--- config.mk ---
export PLATFORM = sky130hd
export DESIGN_NAME = batg_top
export DESIGN_NICKNAME = d
export VERILOG_FILES = /design/src/design/batg_pkg.sv /design/src/design/batg_top.sv /design/src/design/batg_revcarry_add.sv /design/src/design/batg_table_map.sv
export SDC_FILE = /design/constraint.sdc
export NUM_CORES = 1
export LEC_CHECK = 0
export BUFFER_PORTS_ARGS = -buffer_cell sky130_fd_sc_hd__clkbuf_2
export CORE_MARGIN = 2
export CORE_UTILIZATION = 43
export DETAILED_ROUTE_END_ITERATION = 10
export PLACE_DENSITY_LB_ADDON = 0.2
export SKIP_CTS_REPAIR_TIMING = 1
export SYNTH_ARGS = -nofsm -noshare
export SYNTH_HDL_FRONTEND = slang
export SYNTH_SLANG_ARGS = --single-unit
--- constraint.sdc ---
create_clock -name pclk -period 6.56 [get_ports pclk]
set_input_delay 0.328 -clock pclk [delete_from_list [all_inputs] [get_ports pclk]]
set_output_delay 0.328 -clock pclk [all_outputs]
set_load 0.02 [all_outputs]
--- src/design/batg_pkg.sv ---
package batg_pkg;

  // Register byte offsets on the APB side
  localparam logic [7:0] BATG_OFF_BITREV_CONTROL = 8'h00;
  localparam logic [7:0] BATG_OFF_TABLE_PAGE = 8'h04;
  localparam logic [7:0] BATG_OFF_ADDR_MODE = 8'h08;
  localparam logic [7:0] BATG_OFF_STATUS = 8'h0C;
  localparam logic [7:0] BATG_OFF_PROG_COUNTER = 8'h10;

  // Values after reset
  localparam logic [15:0] BATG_BITREV_CONTROL_RST = 16'h0000;
  localparam logic [7:0] BATG_TABLE_PAGE_RST = 8'h00;
  localparam logic [3:0] BATG_POINTER_SELECT_RST = 4'hF;
  localparam logic [23:0] BATG_PROG_COUNTER_RST = 24'h000000;

  // Field positions
  localparam int BATG_BITREV_ENABLE_BIT = 15;
  localparam int BATG_PIVOT_MSB = 14;
  localparam int BATG_POINTER_SELECT_LSB = 8;
  localparam int BATG_CONFIG_SPACE_BIT = 7;

  // Pointer select code that disables bit reversal (stack pointer)
  localparam logic [3:0] BATG_POINTER_SELECT_OFF = 4'hF;

  // One program word spans two data-space addresses
  localparam logic [23:0] BATG_PC_STEP = 24'h000002;

  typedef enum logic [2:0] {
    BATG_AM_INDIRECT = 3'h0,
    BATG_AM_POST_INC = 3'h1,
    BATG_AM_PRE_INC = 3'h2,
    BATG_AM_POST_DEC = 3'h3,
    BATG_AM_PRE_DEC = 3'h4,
    BATG_AM_OTHER = 3'h5
  } batg_mode_t;

  typedef enum logic [2:0] {
    BATG_TOP_READ_LOW = 3'h0,
    BATG_TOP_READ_HIGH = 3'h1,
    BATG_TOP_WRITE_LOW = 3'h2,
    BATG_TOP_WRITE_HIGH = 3'h3,
    BATG_TOP_WINDOW_READ = 3'h4,
    BATG_TOP_WINDOW_WRITE = 3'h5
  } batg_table_op_t;

endpackage

--- src/design/batg_top.sv ---
// Register access over APB and the address map were decided locally.
`timescale 1ns/100ps
`default_nettype none
module batg_top
  import batg_pkg::*;
(
  // Clock and reset
  input wire logic pclk,
  input wire logic presetn,
  // APB slave
  input wire logic psel,
  input wire logic penable,
  input wire logic pwrite,
  input wire logic [7:0] paddr,
  input wire logic [31:0] pwdata,
  output logic [31:0] prdata,
  output logic pready,
  output logic pslverr,
  // Address generation request from the pipeline
  input wire logic ag_req,
  input wire logic ag_write,
  input wire logic ag_x_space,
  input wire logic ag_word,
  input wire logic [2:0] ag_mode,
  input wire logic [3:0] ag_reg_index,
  input wire logic [15:0] ag_pointer,
  input wire logic [15:0] ag_offset,
  input wire logic ag_modulo_en,
  // Address generation answer
  output logic ag_done,
  output logic [15:0] ag_eff_addr,
  output logic [15:0] ag_pointer_next,
  output logic ag_pointer_update,
  output logic ag_bitrev_used,
  output logic ag_modulo_apply,
  // Table access request
  input wire logic tbl_req,
  input wire logic [2:0] tbl_op,
  input wire logic tbl_byte,
  input wire logic [15:0] tbl_eff_addr,
  input wire logic [15:0] tbl_wdata,
  // Table access answer
  output logic tbl_rvalid,
  output logic [15:0] tbl_rdata,
  output logic tbl_refused,
  // Program memory port
  output logic prog_rd,
  output logic prog_wr,
  output logic [23:0] prog_addr,
  output logic prog_config,
  output logic [23:0] prog_wdata,
  output logic [2:0] prog_wmask,
  input wire logic [23:0] prog_rdata,
  // Program counter
  input wire logic pc_advance,
  input wire logic pc_load,
  input wire logic [23:0] pc_load_value,
  output logic [23:0] prog_counter
);

  ////////////////////////////////////////////////////////////////////////////
  // Registers

  logic [15:0] bitrev_control;
  logic [7:0] table_page;
  logic [3:0] bitrev_pointer_select;
  logic [23:0] pc_reg;
  logic last_config;
  logic rd_pend;
  logic [2:0] rd_op;
  logic rd_byte;
  logic rd_sel;

  wire bitrev_enable = bitrev_control[BATG_BITREV_ENABLE_BIT];
  wire [14:0] bitrev_pivot = bitrev_control[BATG_PIVOT_MSB:0];

  ////////////////////////////////////////////////////////////////////////////
  // APB decode

  wire hit_ctrl = (paddr == BATG_OFF_BITREV_CONTROL);
  wire hit_page = (paddr == BATG_OFF_TABLE_PAGE);
  wire hit_mode = (paddr == BATG_OFF_ADDR_MODE);
  wire hit_stat = (paddr == BATG_OFF_STATUS);
  wire hit_pc = (paddr == BATG_OFF_PROG_COUNTER);
  wire hit_any = hit_ctrl | hit_page | hit_mode | hit_stat | hit_pc;

  // Answer one cycle into the access phase; the write lands on the next edge, which samples pready high
  wire apb_access = psel & penable;
  wire apb_commit = apb_access & pready;
  wire apb_wr = apb_commit & pwrite & hit_any;
  wire next_pready = apb_access & ~pready;

  wire [31:0] status_word = {
    12'h000, rd_pend, last_config, ag_bitrev_used, ag_pointer_update, ag_eff_addr
  };

  wire [31:0] read_mux =
    hit_ctrl ? {16'h0000, bitrev_control} :
    hit_page ? {24'h000000, table_page} :
    hit_mode ? {20'h00000, bitrev_pointer_select, 8'h00} :
    hit_stat ? status_word :
    hit_pc ? {8'h00, pc_reg} : 32'h00000000;

  wire [31:0] next_prdata = (next_pready & ~pwrite) ? read_mux : 32'h00000000;
  wire next_pslverr = next_pready & ~hit_any;

  always_ff @(posedge pclk or negedge presetn) begin
    if (!presetn) begin
      pready <= 1'b0;
      prdata <= 32'h00000000;
      pslverr <= 1'b0;
    end else begin
      pready <= next_pready;
      prdata <= next_prdata;
      pslverr <= next_pslverr;
    end
  end

  // Software-visible control registers
  always_ff @(posedge pclk or negedge presetn) begin
    if (!presetn) begin
      bitrev_control <= BATG_BITREV_CONTROL_RST;
      table_page <= BATG_TABLE_PAGE_RST;
      bitrev_pointer_select <= BATG_POINTER_SELECT_RST;
    end else if (apb_wr) begin
      if (hit_ctrl) begin
        bitrev_control <= pwdata[15:0];
      end
      if (hit_page) begin
        table_page <= pwdata[7:0];
      end
      if (hit_mode) begin
        bitrev_pointer_select <= pwdata[BATG_POINTER_SELECT_LSB+3:BATG_POINTER_SELECT_LSB];
      end
    end
  end

  ////////////////////////////////////////////////////////////////////////////
  // Data-space address generator; X-space word writes can take the reversed path

  wire sel_live = (bitrev_pointer_select != BATG_POINTER_SELECT_OFF);
  wire sel_match = sel_live & (ag_reg_index == bitrev_pointer_select);
  wire mode_pre_inc = (ag_mode == BATG_AM_PRE_INC);
  wire mode_post_inc = (ag_mode == BATG_AM_POST_INC);
  wire mode_pre_dec = (ag_mode == BATG_AM_PRE_DEC);
  wire mode_post_dec = (ag_mode == BATG_AM_POST_DEC);
  wire mode_inc = mode_pre_inc | mode_post_inc;
  wire mode_pre = mode_pre_inc | mode_pre_dec;
  wire mode_modify = mode_inc | mode_pre_dec | mode_post_dec;

  // Reads, Y space and byte data never take the reversed path
  wire bitrev_path = ag_write & ag_x_space & ag_word;
  wire bitrev_active = bitrev_enable & sel_match & mode_inc & bitrev_path;

  // Pivot counts words, so it is doubled to a byte step
  wire [15:0] pivot_bytes = {bitrev_pivot, 1'b0};
  wire [15:0] rev_raw;

  // Pointer stays in normal order; only the modifier is reversed in effect
  batg_revcarry_add #(
    .WIDTH(16)
  ) u_revadd (
    .augend(ag_pointer),
    .addend(pivot_bytes),
    .sum(rev_raw)
  );

  wire [15:0] rev_next = {rev_raw[15:1], 1'b0};
  wire [15:0] ptr_even = {ag_pointer[15:1], 1'b0};

  wire [15:0] ptr_plus = ag_pointer + ag_offset;
  wire [15:0] ptr_minus = ag_pointer - ag_offset;
  wire [15:0] normal_mod = (mode_pre_dec | mode_post_dec) ? ptr_minus :
                           (mode_inc ? ptr_plus : ag_pointer);

  // The indirect offset is dropped whenever reversal is in force
  wire [15:0] next_ptr = bitrev_active ? rev_next : normal_mod;
  wire [15:0] next_eff = bitrev_active ? (mode_pre ? rev_next : ptr_even) :
                         (mode_pre ? normal_mod : ag_pointer);

  // Modulo correction is left to the modulo logic and only flagged here
  wire next_modulo_apply = ag_req & ag_modulo_en & ~bitrev_active;

  always_ff @(posedge pclk or negedge presetn) begin
    if (!presetn) begin
      ag_done <= 1'b0;
      ag_eff_addr <= 16'h0000;
      ag_pointer_next <= 16'h0000;
      ag_pointer_update <= 1'b0;
      ag_bitrev_used <= 1'b0;
      ag_modulo_apply <= 1'b0;
    end else begin
      ag_done <= ag_req;
      ag_modulo_apply <= next_modulo_apply;
      if (ag_req) begin
        ag_eff_addr <= next_eff;
        ag_pointer_next <= next_ptr;
        ag_pointer_update <= mode_modify;
        ag_bitrev_used <= bitrev_active;
      end
    end
  end

  ////////////////////////////////////////////////////////////////////////////
  // Table access to program space

  // Page forms the upper byte; no alignment is imposed on the low half
  wire [23:0] tbl_prog_addr = {table_page, tbl_eff_addr};
  wire tbl_in_config = table_page[BATG_CONFIG_SPACE_BIT];
  wire byte_sel = tbl_eff_addr[0];

  wire op_rd_low = (tbl_op == BATG_TOP_READ_LOW);
  wire op_rd_high = (tbl_op == BATG_TOP_READ_HIGH);
  wire op_wr_low = (tbl_op == BATG_TOP_WRITE_LOW);
  wire op_wr_high = (tbl_op == BATG_TOP_WRITE_HIGH);
  wire op_win_rd = (tbl_op == BATG_TOP_WINDOW_READ);
  wire op_win_wr = (tbl_op == BATG_TOP_WINDOW_WRITE);

  // Reads are allowed in configuration space as well as user space
  wire next_prog_rd = tbl_req & (op_rd_low | op_rd_high | op_win_rd);
  wire next_prog_wr = tbl_req & (op_wr_low | op_wr_high);
  // The window cannot be written and unknown codes are not executed
  wire next_refused = tbl_req & ~next_prog_rd & ~next_prog_wr;

  // Low writes reach bits 15:0, high writes only bits 23:16
  wire [2:0] mask_low = tbl_byte ? (byte_sel ? 3'h2 : 3'h1) : 3'h3;
  wire [2:0] mask_high = (tbl_byte & byte_sel) ? 3'h0 : 3'h4;
  wire [2:0] next_wmask = op_wr_high ? mask_high : (op_wr_low ? mask_low : 3'h0);
  wire [23:0] next_wdata = tbl_byte ?
    {tbl_wdata[7:0], tbl_wdata[7:0], tbl_wdata[7:0]} :
    {tbl_wdata[7:0], tbl_wdata[15:0]};

  always_ff @(posedge pclk or negedge presetn) begin
    if (!presetn) begin
      prog_rd <= 1'b0;
      prog_wr <= 1'b0;
      prog_addr <= 24'h000000;
      prog_config <= 1'b0;
      prog_wdata <= 24'h000000;
      prog_wmask <= 3'h0;
      tbl_refused <= 1'b0;
    end else begin
      prog_rd <= next_prog_rd;
      prog_wr <= next_prog_wr;
      tbl_refused <= next_refused;
      if (tbl_req) begin
        prog_addr <= tbl_prog_addr;
        prog_config <= tbl_in_config;
        prog_wdata <= next_wdata;
        prog_wmask <= next_wmask;
      end
    end
  end

  // Shape of the read in flight, held for the data-return cycle
  always_ff @(posedge pclk or negedge presetn) begin
    if (!presetn) begin
      rd_pend <= 1'b0;
      rd_op <= 3'h0;
      rd_byte <= 1'b0;
      rd_sel <= 1'b0;
      last_config <= 1'b0;
    end else begin
      rd_pend <= next_prog_rd;
      if (next_prog_rd) begin
        rd_op <= tbl_op;
        rd_byte <= tbl_byte & ~op_win_rd;
        rd_sel <= byte_sel;
      end
      if (tbl_req) begin
        last_config <= tbl_in_config;
      end
    end
  end

  wire [15:0] mapped_data;

  batg_table_map u_map (
    .op(rd_op),
    .byte_mode(rd_byte),
    .byte_select(rd_sel),
    .prog_word(prog_rdata),
    .data(mapped_data)
  );

  always_ff @(posedge pclk or negedge presetn) begin
    if (!presetn) begin
      tbl_rvalid <= 1'b0;
      tbl_rdata <= 16'h0000;
    end else begin
      tbl_rvalid <= rd_pend;
      if (rd_pend) begin
        tbl_rdata <= mapped_data;
      end
    end
  end

  ////////////////////////////////////////////////////////////////////////////
  // Program counter

  // Instruction fetches stay in user space on even addresses
  wire [23:0] pc_sum = pc_reg + BATG_PC_STEP;
  wire [23:0] next_pc = pc_load ? {1'b0, pc_load_value[22:1], 1'b0} :
                        (pc_advance ? {1'b0, pc_sum[22:1], 1'b0} : pc_reg);

  always_ff @(posedge pclk or negedge presetn) begin
    if (!presetn) begin
      pc_reg <= BATG_PROG_COUNTER_RST;
    end else begin
      pc_reg <= next_pc;
    end
  end

  assign prog_counter = pc_reg;

endmodule
`default_nettype wire

--- src/design/batg_revcarry_add.sv ---
`timescale 1ns/100ps
`default_nettype none
module batg_revcarry_add #(
  parameter int WIDTH = 16
) (
  // Operands
  input wire logic [WIDTH-1:0] augend,
  input wire logic [WIDTH-1:0] addend,
  // Result
  output logic [WIDTH-1:0] sum
);

  logic [WIDTH:0] carry;

  // Carries run from the top bit downward; the carry out of bit 0 is dropped
  assign carry[WIDTH] = 1'b0;

  generate
    for (genvar i = 0; i < WIDTH; i++) begin : g_bit
      assign sum[i] = augend[i] ^ addend[i] ^ carry[i+1];
      assign carry[i] = (augend[i] & addend[i]) | (carry[i+1] & (augend[i] ^ addend[i]));
    end
  endgenerate

  initial begin
    if (WIDTH < 2) begin
      $error("batg_revcarry_add: WIDTH must be at least 2");
    end
  end

endmodule
`default_nettype wire

--- src/design/batg_table_map.sv ---
`timescale 1ns/100ps
`default_nettype none
module batg_table_map
  import batg_pkg::*;
(
  // Read request shape
  input wire logic [2:0] op,
  input wire logic byte_mode,
  input wire logic byte_select,
  // Program word as fetched
  input wire logic [23:0] prog_word,
  // Data-space value
  output logic [15:0] data
);

  wire is_high = (op == BATG_TOP_READ_HIGH);
  wire is_window = (op == BATG_TOP_WINDOW_READ);
  wire [7:0] low_pick = byte_select ? prog_word[15:8] : prog_word[7:0];
  wire [7:0] high_pick = byte_select ? 8'h00 : prog_word[23:16];
  wire [15:0] low_val = byte_mode ? {8'h00, low_pick} : prog_word[15:0];
  wire [15:0] high_val = byte_mode ? {8'h00, high_pick} : {8'h00, prog_word[23:16]};

  // The window only ever shows the low word of a program word
  assign data = is_window ? prog_word[15:0] : (is_high ? high_val : low_val);

endmodule
`default_nettype wire

* Word level (Yosys, flattened, before mapping)
Index checks and enable logic that the tools add are counted.
** Storage, ports and cells
- Word-level logic and storage cells :: 185
- Output and inout bits :: 166
- Register bits after elaboration :: 191
** Cells by class
- Muxes and demuxes :: 26
- Reduce and logical (&&, ||, !) cells :: 6
- $add $sub $neg :: 3
- Bitwise logic cells :: 109
- Equal/unequal tests :: 16
** Operator list (count)
- 24-bit two-way mux :: 8
- 16-bit two-way mux :: 10
- 1-bit bitwise AND :: 48
- 1-bit XOR :: 29
- 1-bit OR :: 25
- 8-bit two-way mux :: 3
- 23-bit by 2-bit adder with 23-bit output (second input constant) :: 1
- 16-bit adder :: 1
- 8-bit by 4-bit == test with 1-bit output (second input constant) :: 2
- 16-bit subtractor :: 1
- 3-bit by 2-bit == test with 1-bit output (second input constant) :: 4
- 3-bit by 1-bit == test with 1-bit output (second input constant) :: 3
- 3-bit == test (second input constant) :: 3
- 8-bit by 3-bit == test with 1-bit output (second input constant) :: 1
- 8-bit by 5-bit == test with 1-bit output (second input constant) :: 1
- 8-bit logical NOT :: 1
- 1-bit inverter :: 7
- 2-bit two-way mux :: 3
- 3-bit two-way mux :: 2
- 2-bit AND reduction :: 3
- 4-bit == test :: 1
- 4-bit inequality test (second input constant) :: 1
- 3-bit logical NOT :: 1
- 2-bit nonzero test :: 1

* Depth between registers and ports, before layout
Gate-level depths: netlist of the first run.
- Word-level depth :: 30
- Mapped depth :: 19

* By module
A second synthesis of the first run with hierarchy kept.
** Unflattened totals
- Cells, all modules :: 1038
- Area, all modules :: 10483.8 sq um
** Modules (own cells, without submodules)
- batg_top :: cells an instance 982, times used 1, sequential area each 4484.3 sq um, area an instance 9834.4 sq um
- batg_revcarry_add :: cells an instance 21, times used 1, sequential area each 0.0 sq um, area an instance 335.3 sq um
- batg_table_map :: cells an instance 35, times used 1, sequential area each 0.0 sq um, area an instance 314.1 sq um

* Least setup slack after synthesis of the first run
No wires, ideal clock.
- Path kind :: reg-to-reg
- From :: register bitrev_control[14]
- To :: register ag_eff_addr[1]
- Setup time :: 0.125 ns
- Cell stages (with the launch flop) :: 20
- Data arrival time :: 6.138 ns
- Setup slack :: 0.297 ns
- Period minus slack after synthesis :: 6.263 ns
- Path through :: dfrtp_1 > ha_1 > fa_1 > fa_1 > fa_1 > fa_1 > fa_1 > fa_1 > fa_1 > fa_1 > fa_1 > fa_1 > fa_1 > fa_1 > fa_1 > xnor2_1 > nor2_1 > a21oi_1 > o21ai_0 > mux2_2
** On the way
- Longest elaborated chain between the ends :: 30
** RTL lines
- start: declaration :: line batg_top.sv:64 : logic [15:0] bitrev_control;
- start signal: assignment :: line batg_top.sv:127 : bitrev_control <= pwdata[15:0];
- 1-bit bitwise AND (2 in series) :: line batg_revcarry_add.sv:21 : assign carry[i] = (augend[i] & addend[i]) | (carry[i+1] & (augend[i] ^ addend[i]));
- 1-bit OR :: line batg_revcarry_add.sv:21
- 1-bit bitwise AND :: line batg_revcarry_add.sv:21
- 1-bit OR :: line batg_revcarry_add.sv:21
- 1-bit bitwise AND :: line batg_revcarry_add.sv:21
- 1-bit OR :: line batg_revcarry_add.sv:21
- 1-bit bitwise AND :: line batg_revcarry_add.sv:21
- 1-bit OR :: line batg_revcarry_add.sv:21
- [12 not listed]
- 1-bit bitwise AND :: line batg_revcarry_add.sv:21
- 1-bit OR :: line batg_revcarry_add.sv:21
- 1-bit bitwise AND :: line batg_revcarry_add.sv:21
- 1-bit OR :: line batg_revcarry_add.sv:21
- 1-bit bitwise AND :: line batg_revcarry_add.sv:21
- 1-bit OR :: line batg_revcarry_add.sv:21
- 1-bit XOR :: line batg_revcarry_add.sv:20 : assign sum[i] = augend[i] ^ addend[i] ^ carry[i+1];
- 16-bit two-way mux (2 in series) :: line batg_top.sv:178 : wire [15:0] next_eff = bitrev_active ? (mode_pre ? rev_next : ptr_even) :
- end signal: assignment :: line batg_top.sv:196 : ag_eff_addr <= next_eff;
- end: declaration :: line batg_top.sv:31 : output logic [15:0] ag_eff_addr,
Every way passes these cells.
A chain may end at the register's enable or synchronous reset.

* Worst setup path in the final report of the first run
Ends and elaborated chain as after synthesis.

==> impl_metrics.ini, run 1 <==
[setup_path]
worstSetupPathType = flip-flop to flip-flop
cp_max_fo = 2
cp-start-kind = flip-flop
required_ps = 6870
cp-end-kind = flip-flop
cp.arrival_ps = 6640

[global_routing]
grt_usage_pct = 23.9
grt_pass1_vias = 8098
grt_pass1_wl_um = 45700
grt_start_max_net_pins = 63
grt_antenna_before_repair = 1
overflow = 0

[timing]
setup_tns_ps = 0
setup_viol = 0
layout_min_cycle_time_ps = 6330
slew_headroom_pct = 30.4
fin_crit_sh_pct = 96.5
rsz0062_at_grt = false
tightest_slew_ps = 1040
fin_skew_ps = 15.3
final_hold_viol_count = 0
slew_violations = 0
max_freq_mhz = 158
timing.final.ws_setup_ps = 228

[logic_synthesis]
synth_edf_count = 0
yosysTopAreaCell = dfrtp_1
syn-instance-count = 1016
synth_top_area_share_pct = 42.9
seq_area_frac_synth_pct = 43.9
synth_fa_ha_area_share_pct = 6.86
syn_area_per_cell_um2 = 10.1
synth_cell_types = 77
ys_top_cells_by_count = dfrtp_1 (175), nand2_1 (102), nor2_1 (85)
yosys.area_share.simple_pct = 13.5
synthTopCellsByArea = dfrtp_1 (43%), mux2_2 (7.6%), ha_1 (3.9%)
yosys_most_used_dff = dfrtp_1
synthMostInstantiatedCell = dfrtp_1
ys_warn_count = 0
synth_top_family_by_area = compound AO/OA/AOI/OAI gates
synth-compound-area-share_pct = 16.7
ys_async_sr_fraction_pct = 100
syn_area_um2 = 10200
synth_xor_xnor_area_share_pct = 3.00
synth_mux_area_share_pct = 10.6
ys_seq_elements = 179

[placed_design]
place_inst = 1599
gp_congestion = 0.857
io_buffers = 312
place_area_um2 = 11900
place_ws_ps = -122
hpwl_um = 23500

[detailed_routing]
viasPerCell = 5.37
wl_um = 30400
drc = 0
first_iter_violations = 702
ant_nets = 0
vias = 8757
wl_per_cell_um = 18.6
first_pass_iters = 5

[floorplanning]
die_area_um2 = 25000
ios = 342
coreArea_um2 = 23400
die_height_um = 158
initial_core_util_pct = 43.7
die_w_um = 158
num_rows = 56

[clock_tree]
cts.sinks = 179
cts_buffers = 17
clk_latency_ps = 430
root_buffer = clkbuf_16
cts_tree = yes
path_clk_slew_ps = 70
htreeDepth = 4
cts_buffer_depth = 2

[flow_run]
drv_cap = 0

[layout]
final_cells = 1632
nNetsFinal = 1523
final_util_pct = 53.7
drive_gt1_share_pct = 35.2
design_area_um2 = 12600
synthToLayoutAreaGrowth_pct = 22.9
fillers = 2228

[worst_hold_path]
hp-class = input port to flip-flop

[pwr]
p_per_area_nw_per_um2 = 241
ir_drop_uv = 154
p_leak_nw = 6.20

[status]
status = finished, final reports clean
worst paths after layout:
path                               endpoint  depth (start not counted)  slack (ps)          startpoint
setup / recovery             ag_eff_addr[1]                         19         230  bitrev_control[14]
min in group asynchronous         prdata[0]                          2         440             presetn
hold / removal             prog_counter[21]                          3         110   pc_load_value[21]
max in group asynchronous    prog_wdata[14]                          3        4890             presetn
setup reg to reg             ag_eff_addr[1]                         19         230  bitrev_control[14]
hold reg to reg               prog_addr[19]                          1         510       prog_addr[19]
per-stage QoR:
stage	total power, mW	hold WS (ps)
CTS	3.05	-127
global placement	2.02	331
finish	3.03	107
global route	3.19	98.5
detailed placement	2.03	333
floorplan	1.74	32.4
cells in the final DEF, fill, tap and decap left out, drive strengths merged, types with 5 or more instances in the layout:
| cell type | n |
|---|---|
| xnor2 | 15 |
| and3 | 10 |
| a22oi | 19 |
| conb | 11 |
| nor4 | 7 |
| a221o | 7 |
| mux2i | 16 |
| ha | 32 |
| xor2 | 20 |
| o211ai | 7 |
| o221ai | 5 |
| a222oi | 7 |
| nor3 | 17 |
| buf | 12 |
| a31oi | 15 |
| fa | 15 |
| nor2b | 7 |
| a21oi | 47 |
| a22o | 8 |
| o21a | 6 |
| nor2 | 85 |
| nand4 | 7 |
| o21ai | 79 |
| clkbuf | 328 |
| a21o | 6 |
| a211oi | 10 |
| dfrtp | 175 |
| o2111ai | 5 |
| nand3 | 20 |
| nand2 | 102 |
| nand2b | 9 |
| inv | 58 |
| mux2 | 79 |
sequential cells by signal (all words and copies together), names as in the netlist, 3 cells and up:
signal / flops
prog_wmask: 3
prog_addr: 24
table_page: 8
rd_op: 3
prdata: 23
bitrev_pointer_select: 4
tbl_rdata: 16
prog_counter: 22
ag_pointer_next: 16
prog_wdata: 16
bitrev_control: 16
ag_eff_addr: 16
cell families (layout without fill, tap and decap cells):
| logic type | Yosys count | count (layout) |
|---|---|---|
| flops | 179 | 179 |
| simple gates | 284 | 284 |
| buf+inv | 122 | 408 |
| fa+ha+maj | 47 | 47 |
| mux | 95 | 95 |
| xor+xnor | 35 | 35 |
| other cells | 1 | 12 |
| compound gates | 253 | 253 |
cell type report:
class	count	area [um2]	area share, %
clock buffers	17	425	3.39
flip-flops and latches	179	4480	35.7
repair buffers	324	1660	13.2
inverters	53	199	1.58
multi-input cells	725	5230	41.7
clock inverters	14	153	1.22
well taps	319	399	3.18
diodes	1	2.50	0.0199
critical path: stages, from the launching register on:
cell and delay, ps:
dfrtp_1 390, ha_1 200, fa_1 380, fa_1 400, fa_2 360, fa_2 340, fa_2 350, fa_2 350
fa_2 350, fa_1 390, fa_1 400, fa_1 400, fa_2 350, fa_1 380, fa_1 390, xnor2_1 150
nor2_1 60, a21oi_2 160, o21ai_0 110, mux2_2 300
report_power, final:
part	switching, mW	leakage, nW	internal (mW)
sequential	0.0936	2.25	1.20
clock	0.451	0.273	0.564
combinational	0.446	3.68	0.270
metal layers:
layer	global-route usage (%)	share of wire, %
met3	4.13	6.6
met1	32.8	44
met2	39.1	48
met5	0	0
met4	6.48	1.5
No activity file was read; power rests on OpenSTA's default activity.
==> run 2: changes to the inputs <==
--- a/config.mk
+++ b/config.mk
@@ -5,6 +5,7 @@
 export SDC_FILE = /design/constraint.sdc
 export NUM_CORES = 1
 export LEC_CHECK = 0
+export ABC_AREA = 1
 export BUFFER_PORTS_ARGS = -buffer_cell sky130_fd_sc_hd__clkbuf_2
 export CORE_MARGIN = 2
 export CORE_UTILIZATION = 43
@@ -14,3 +15,4 @@
 export SYNTH_ARGS = -nofsm -noshare
 export SYNTH_HDL_FRONTEND = slang
 export SYNTH_SLANG_ARGS = --single-unit
+export TNS_END_PERCENT = 5
==> run 2 against run 1 <==
Synthesized cell count increased by 44%. Worst setup slack improved by 21 ps. Area after synthesis increased by 7.6%. Maximum frequency increased by 0.33%. Sequential cell count unchanged. Cell area increased by 6.4%. Register-to-register slack improved by 20 ps. Critical path depth increased by 1. Non-clock buffer count decreased by 5. Hold slack got worse by 23 ps. Sequential power about the same. Power increased by 2.0%. Critical endpoint unchanged. Highest routed layer unchanged.
==> impl_metrics.ini, run 2 <==
[status]
status = finished, final reports clean

[logic_synthesis]
syn_area_per_cell_um2 = 7.52
synthMostInstantiatedCell = nand2_1
synthTopCellsByArea = dfrtp_1 (40%), nand2_1 (15%), inv_1 (5.4%)
ys_top_cells_by_count = nand2_1 (450), dfrtp_1 (175), inv_1 (157)
syn_area_um2 = 11000
ys_seq_elements = 179
synth_cell_types = 53
synth_top_area_share_pct = 39.8
syn-instance-count = 1462
ys_warn_count = 0
yosysTopAreaCell = dfrtp_1
yosys_most_used_dff = dfrtp_1
ys_async_sr_fraction_pct = 100
seq_area_frac_synth_pct = 40.8
synth_edf_count = 0

[setup_path]
cpMaxStageDelayCell = dfrtp_1
r2r_end = ag_eff_addr[1]
required_ps = 6890
cp-start-kind = flip-flop
endpoint = ag_eff_addr[1]
crit_buf_inv = 0
cp-end-kind = flip-flop
cp_top_family = adder cells
r2r_slack_ps = 250
crit_start = bitrev_control[14]
worstSetupPathType = flip-flop to flip-flop
cp.arrival_ps = 6640
regToRegStartpoint = bitrev_control[14]
cp_max_fo = 3
path_cells = ha_1, fa_1, fa_1, fa_2, fa_2, fa_2, fa_1, fa_1, fa_1, fa_1, fa_2, fa_2, fa_1, fa_2, xnor2_2, xnor2_1, o21ai_1, nand2_1, nand2_1, nand2_1
max_stage_delay_ps = 430
cp_common_cell = fa_1
ff2ff_path_depth = 20
critical_path_depth = 20

[detailed_routing]
viasPerCell = 5.17
ant_nets = 0
wl_per_cell_um = 17.0
first_pass_iters = 6
drc = 0
vias = 10800
first_iter_violations = 971
wl_um = 35400

[placed_design]
io_buffers = 312
gp_congestion = 0.938
place_ws_ps = 32.9
place_inst = 2055
hpwl_um = 27400

[global_routing]
grt_antenna_before_repair = 0
overflow = 0
grt_pass1_vias = 10200
grt_start_max_net_pins = 70
grt_usage_pct = 26.6
grt_pass1_wl_um = 55400

[clock_tree]
path_clk_slew_ps = 90
cts_buffer_depth = 2
cts_buffers = 17
htreeDepth = 4
clk_latency_ps = 440
cts.sinks = 179
root_buffer = clkbuf_16
cts_tree = yes

[floorplanning]
die_w_um = 164
initial_core_util_pct = 43.7
num_rows = 58
die_height_um = 164
die_area_um2 = 26900
ios = 342
coreArea_um2 = 25200

[layout]
mostFrequentLayoutCells = nand2_1 (450), clkbuf_2 (311), dfrtp_1 (175)
top_register = prog_addr
drive_gt1_share_pct = 24.1
largest_reg_flops = 24
synthToLayoutAreaGrowth_pct = 21.5
final_common_cell = nand2_1
fillers = 2524
nNetsFinal = 1968
final_cells = 2089

[worst_hold_path]
min_from = ag_modulo_en
hp-class = input port to flip-flop

[flow_run]
drv_cap = 0

[timing]
slew_headroom_pct = 42.1
timing.final.ws_setup_ps = 248
fin_skew_ps = 13.9
setup_viol = 0
fin_crit_sh_pct = 96.2
max_freq_mhz = 158
rsz0062_at_grt = false
layout_min_cycle_time_ps = 6310
tightest_slew_ps = 868
slew_violations = 0
final_hold_viol_count = 0

[pwr]
p_leak_nw = 7.15
ir_drop_uv = 167
p_per_area_nw_per_um2 = 231
run 2: cell count changes in the layout (fill, tap and decap cells not counted), moves of 10 or more:
| cell | delta |
|---|---|
| mux2_2 | -69 |
| o21ai_2 | +21 |
| o211ai_1 | +13 |
| o21ai_0 | +33 |
| mux2i_1 | -16 |
| nand2_2 | +10 |
| a211oi_1 | -10 |
| nand2_1 | +348 |
| mux2_4 | -10 |
| nand3_1 | +87 |
| a22oi_1 | -11 |
| nor2_1 | +23 |
| inv_1 | +105 |
run 2: metal layers:
metal  GRT usage, %  vias to the layer above  routed length [um]
li1               -                     5274                   -
met1           35.9                     5058               15600
met2           42.9                      417               16400
met3           4.80                       59                2360
met4           9.25                        0                1040
met5              0                        -                   0
run 2: logic make-up (layout without fill, tap and decap cells):
logic type,count (synthesis),in the layout,share of synthesized area (%)
AO/OA/AOI/OAI,251,251,13.6
buffers and inverters,235,521,9.11
adder cells (fa/ha/maj),47,47,6.37
XOR/XNOR,22,22,1.75
other,1,12,0.0341
AND/OR/NAND/NOR,727,727,28.4
flip-flops,179,179,40.8
run 2: worst min path at each step:
| stage | endpoint | slack [ps] | cells after the start |
|---|---|---|---|
| after floorplan | ag_bitrev_used | 30 | 0 |
| after global routing | prog_addr[12] | 80 | 3 |
| after detailed placement | prog_wdata[8] | 370 | 1 |
| after global placement | prog_wdata[8] | 360 | 1 |
| after CTS | prog_wdata[8] | -110 | 1 |
| final | ag_modulo_apply | 80 | 3 |
run 2: layout make-up:
cell class,count,area [um2],share of cell area (%)
clock buffers,17,425,3.18
flip-flops and latches,179,4480,33.6
well taps,330,413,3.09
repair buffers,319,1620,12.1
diodes,1,2.50,0.0187
inverters,170,646,4.83
clock inverters,15,198,1.48
multi-input cells,1058,5570,41.7
run 2: where the power goes:
group          switching [mW]  internal, mW
registers              0.0856          1.19
clock network           0.540         0.526
logic                   0.509         0.232
run 2: worst min-delay path, stage by stage:
cell and delay, ps:
clkbuf_2 80, inv_1 40, nor2_1 40
run 2: through the flow:
| step | area, um2 | hold WS (ps) | utilization (%) | total power, mW | setup TNS (ps) |
|---|---|---|---|---|---|
| floorplan | 11000 | 32.4 | - | 1.73 | 0 |
| global placement | 12700 | 356 | 50.5 | 2.03 | 0 |
| detailed placement | 12700 | 366 | 50.5 | 2.04 | 0 |
| CTS | 13300 | -111 | 52.9 | 3.11 | -9.95 |
| global route | 13400 | 77.0 | 53.1 | 3.25 | 0 |
| finish | 13400 | 84.6 | 53.1 | 3.09 | 0 |
==> run 3: changes to the inputs <==
--- a/config.mk
+++ b/config.mk
@@ -10,6 +10,7 @@
 export CORE_MARGIN = 2
 export CORE_UTILIZATION = 43
 export DETAILED_ROUTE_END_ITERATION = 10
+export HOLD_SLACK_MARGIN = 0.12
 export PLACE_DENSITY_LB_ADDON = 0.2
 export SKIP_CTS_REPAIR_TIMING = 1
 export SYNTH_ARGS = -nofsm -noshare
==> constraint.sdc (replaced) <==
create_clock -name pclk -period 7.1 [get_ports pclk]
set_input_delay 0.355 -clock pclk [delete_from_list [all_inputs] [get_ports pclk]]
set_output_delay 0.355 -clock pclk [all_outputs]
set_load 0.02 [all_outputs]
==> run 3 against run 2 <==
Hold slack better by 29 ps. Cell area barely moved. First-iteration DRC count increased by 6.5%. Critical endpoint unchanged. Largest power group unchanged.
==> impl_metrics.ini, run 3 (synthesis gave the netlist of run 2 again) <==
[status]
status = finished, final reports clean

[layout]
drive_gt1_share_pct = 23.6
final_common_cell = nand2_1
largest_reg_flops = 24
mostFrequentLayoutCells = nand2_1 (450), clkbuf_2 (311), dfrtp_1 (175)
nNetsFinal = 1972
final_util_pct = 53.0
top_register = prog_addr
synthToLayoutAreaGrowth_pct = 21.4

[detailed_routing]
drc = 0
first_pass_iters = 6
ant_nets = 0
viasPerCell = 5.20
first_iter_violations = 1034
wl_per_cell_um = 16.9
wl_um = 35400
vias = 10900

[setup_path]
ff2ff_path_depth = 20
endpoint = ag_eff_addr[1]
r2r_end = ag_eff_addr[1]
required_ps = 7420
regToRegStartpoint = bitrev_control[14]
cp.arrival_ps = 7020
worstSetupPathType = flip-flop to flip-flop
cp-start-kind = flip-flop
r2r_slack_ps = 400
cp_max_fo = 3
cp-end-kind = flip-flop
crit_start = bitrev_control[14]

[pwr]
power.total_mw = 2.81
p_per_area_nw_per_um2 = 210
ir_drop_uv = 126
p_leak_nw = 7.16

[floorplanning]
num_rows = 58
die_w_um = 164
initial_core_util_pct = 43.7
die_area_um2 = 26900
die_height_um = 164
coreArea_um2 = 25200
ios = 342

[global_routing]
busiest_layer = met2
grt_use_met3_pct = 5.88
grt_pass1_wl_um = 54400
grt_pass1_vias = 10200
grt_usage_pct = 26.0
grt_antenna_before_repair = 1
grt_util_met1_pct = 34.3
overflow = 0
grt_use_met2_pct = 42.1
grt_start_max_net_pins = 109

[placed_design]
io_buffers = 312
hpwl_um = 27300
gp_congestion = 0.955

[timing]
fin_skew_ps = 12.3
layout_min_cycle_time_ps = 6700
setup_viol = 0
slew_headroom_pct = 28.6
final_hold_viol_count = 0
tightest_slew_ps = 1070
max_freq_mhz = 149
slew_violations = 0
setup_tns_ps = 0
fin_crit_sh_pct = 94.3
rsz0062_at_grt = false
fin_hold_ws_ps = 114

[clock_tree]
htreeDepth = 4
root_buffer = clkbuf_16
clk_latency_ps = 430
cts_tree = yes
cts_buffer_depth = 2
cts.sinks = 179
cts_buffers = 17
path_clk_slew_ps = 80

[worst_hold_path]
hp-class = input port to flip-flop
min_from = ag_modulo_en

[flow_run]
drv_cap = 0
-- run 3: changes by cell type in the layout (fill, tap and decap cells not counted), sizes merged --
cell         previous run  this run
inv                   172       171
clkinvlp                1         2
dlygate4sd3             1         6
buf                     7         6
-- run 3: metal layers --
| metal | share of wire, % | wire, um | up-vias |
|---|---|---|---|
| met5 | 0.031 | 11 | - |
| met4 | 2.8 | 990 | 2 |
| met3 | 7.9 | 2800 | 55 |
| met2 | 46 | 16400 | 451 |
| met1 | 43 | 15200 | 5075 |
| li1 | - | - | 5293 |
-- run 3: where the power goes --
part | total, mW | internal (mW) | switching, mW
Clock | 0.941 | 0.472 | 0.468
Sequential | 1.18 | 1.10 | 0.0782
Combinational | 0.685 | 0.216 | 0.469
Total | 2.81 | 1.79 | 1.02
-- run 3: worst min path at each step --
stage,cells past startpoint,to
final,3,ag_modulo_apply
after global routing,3,prog_addr[2]
after CTS,1,prog_wdata[8]
after detailed placement,2,prog_addr[12]
after global placement,2,prog_addr[1]
after floorplan,0,ag_bitrev_used
-- run 3: final cells by class --
type / instances / area, um2
Timing Repair Buffer: 323 / 1670
Antenna cell: 1 / 2.50
Inverter: 170 / 646
Sequential cell: 179 / 4480
Clock inverter: 15 / 166
Fill cell: 2517 / 11800
Tap cell: 330 / 413
Clock buffer: 17 / 425
Multi-Input combinational cell: 1058 / 5550
-- run 3: metrics by stage --
stage / setup slack (ps) / cells / cell area [um2]
floorplan: 960 / 1472 / 11000
global placement: 546 / 2054 / 12700
detailed placement: 438 / 2054 / 12700
CTS: 463 / 2086 / 13300
global route: 231 / 2092 / 13400
finish: 404 / 2093 / 13400
-- run 3: critical path: stages, from the launching register on --
cell and delay (ps):
dfrtp_1 420, ha_1 210, fa_1 380, fa_1 400
fa_1 410, fa_1 430, fa_1 430, fa_1 420
fa_1 410, fa_1 410, fa_1 420, fa_1 420
fa_1 410, fa_1 400, fa_1 390, xnor2_1 200
xnor2_1 90, o21ai_1 140, nand2_1 60, nand2_1 70
nand2_1 40
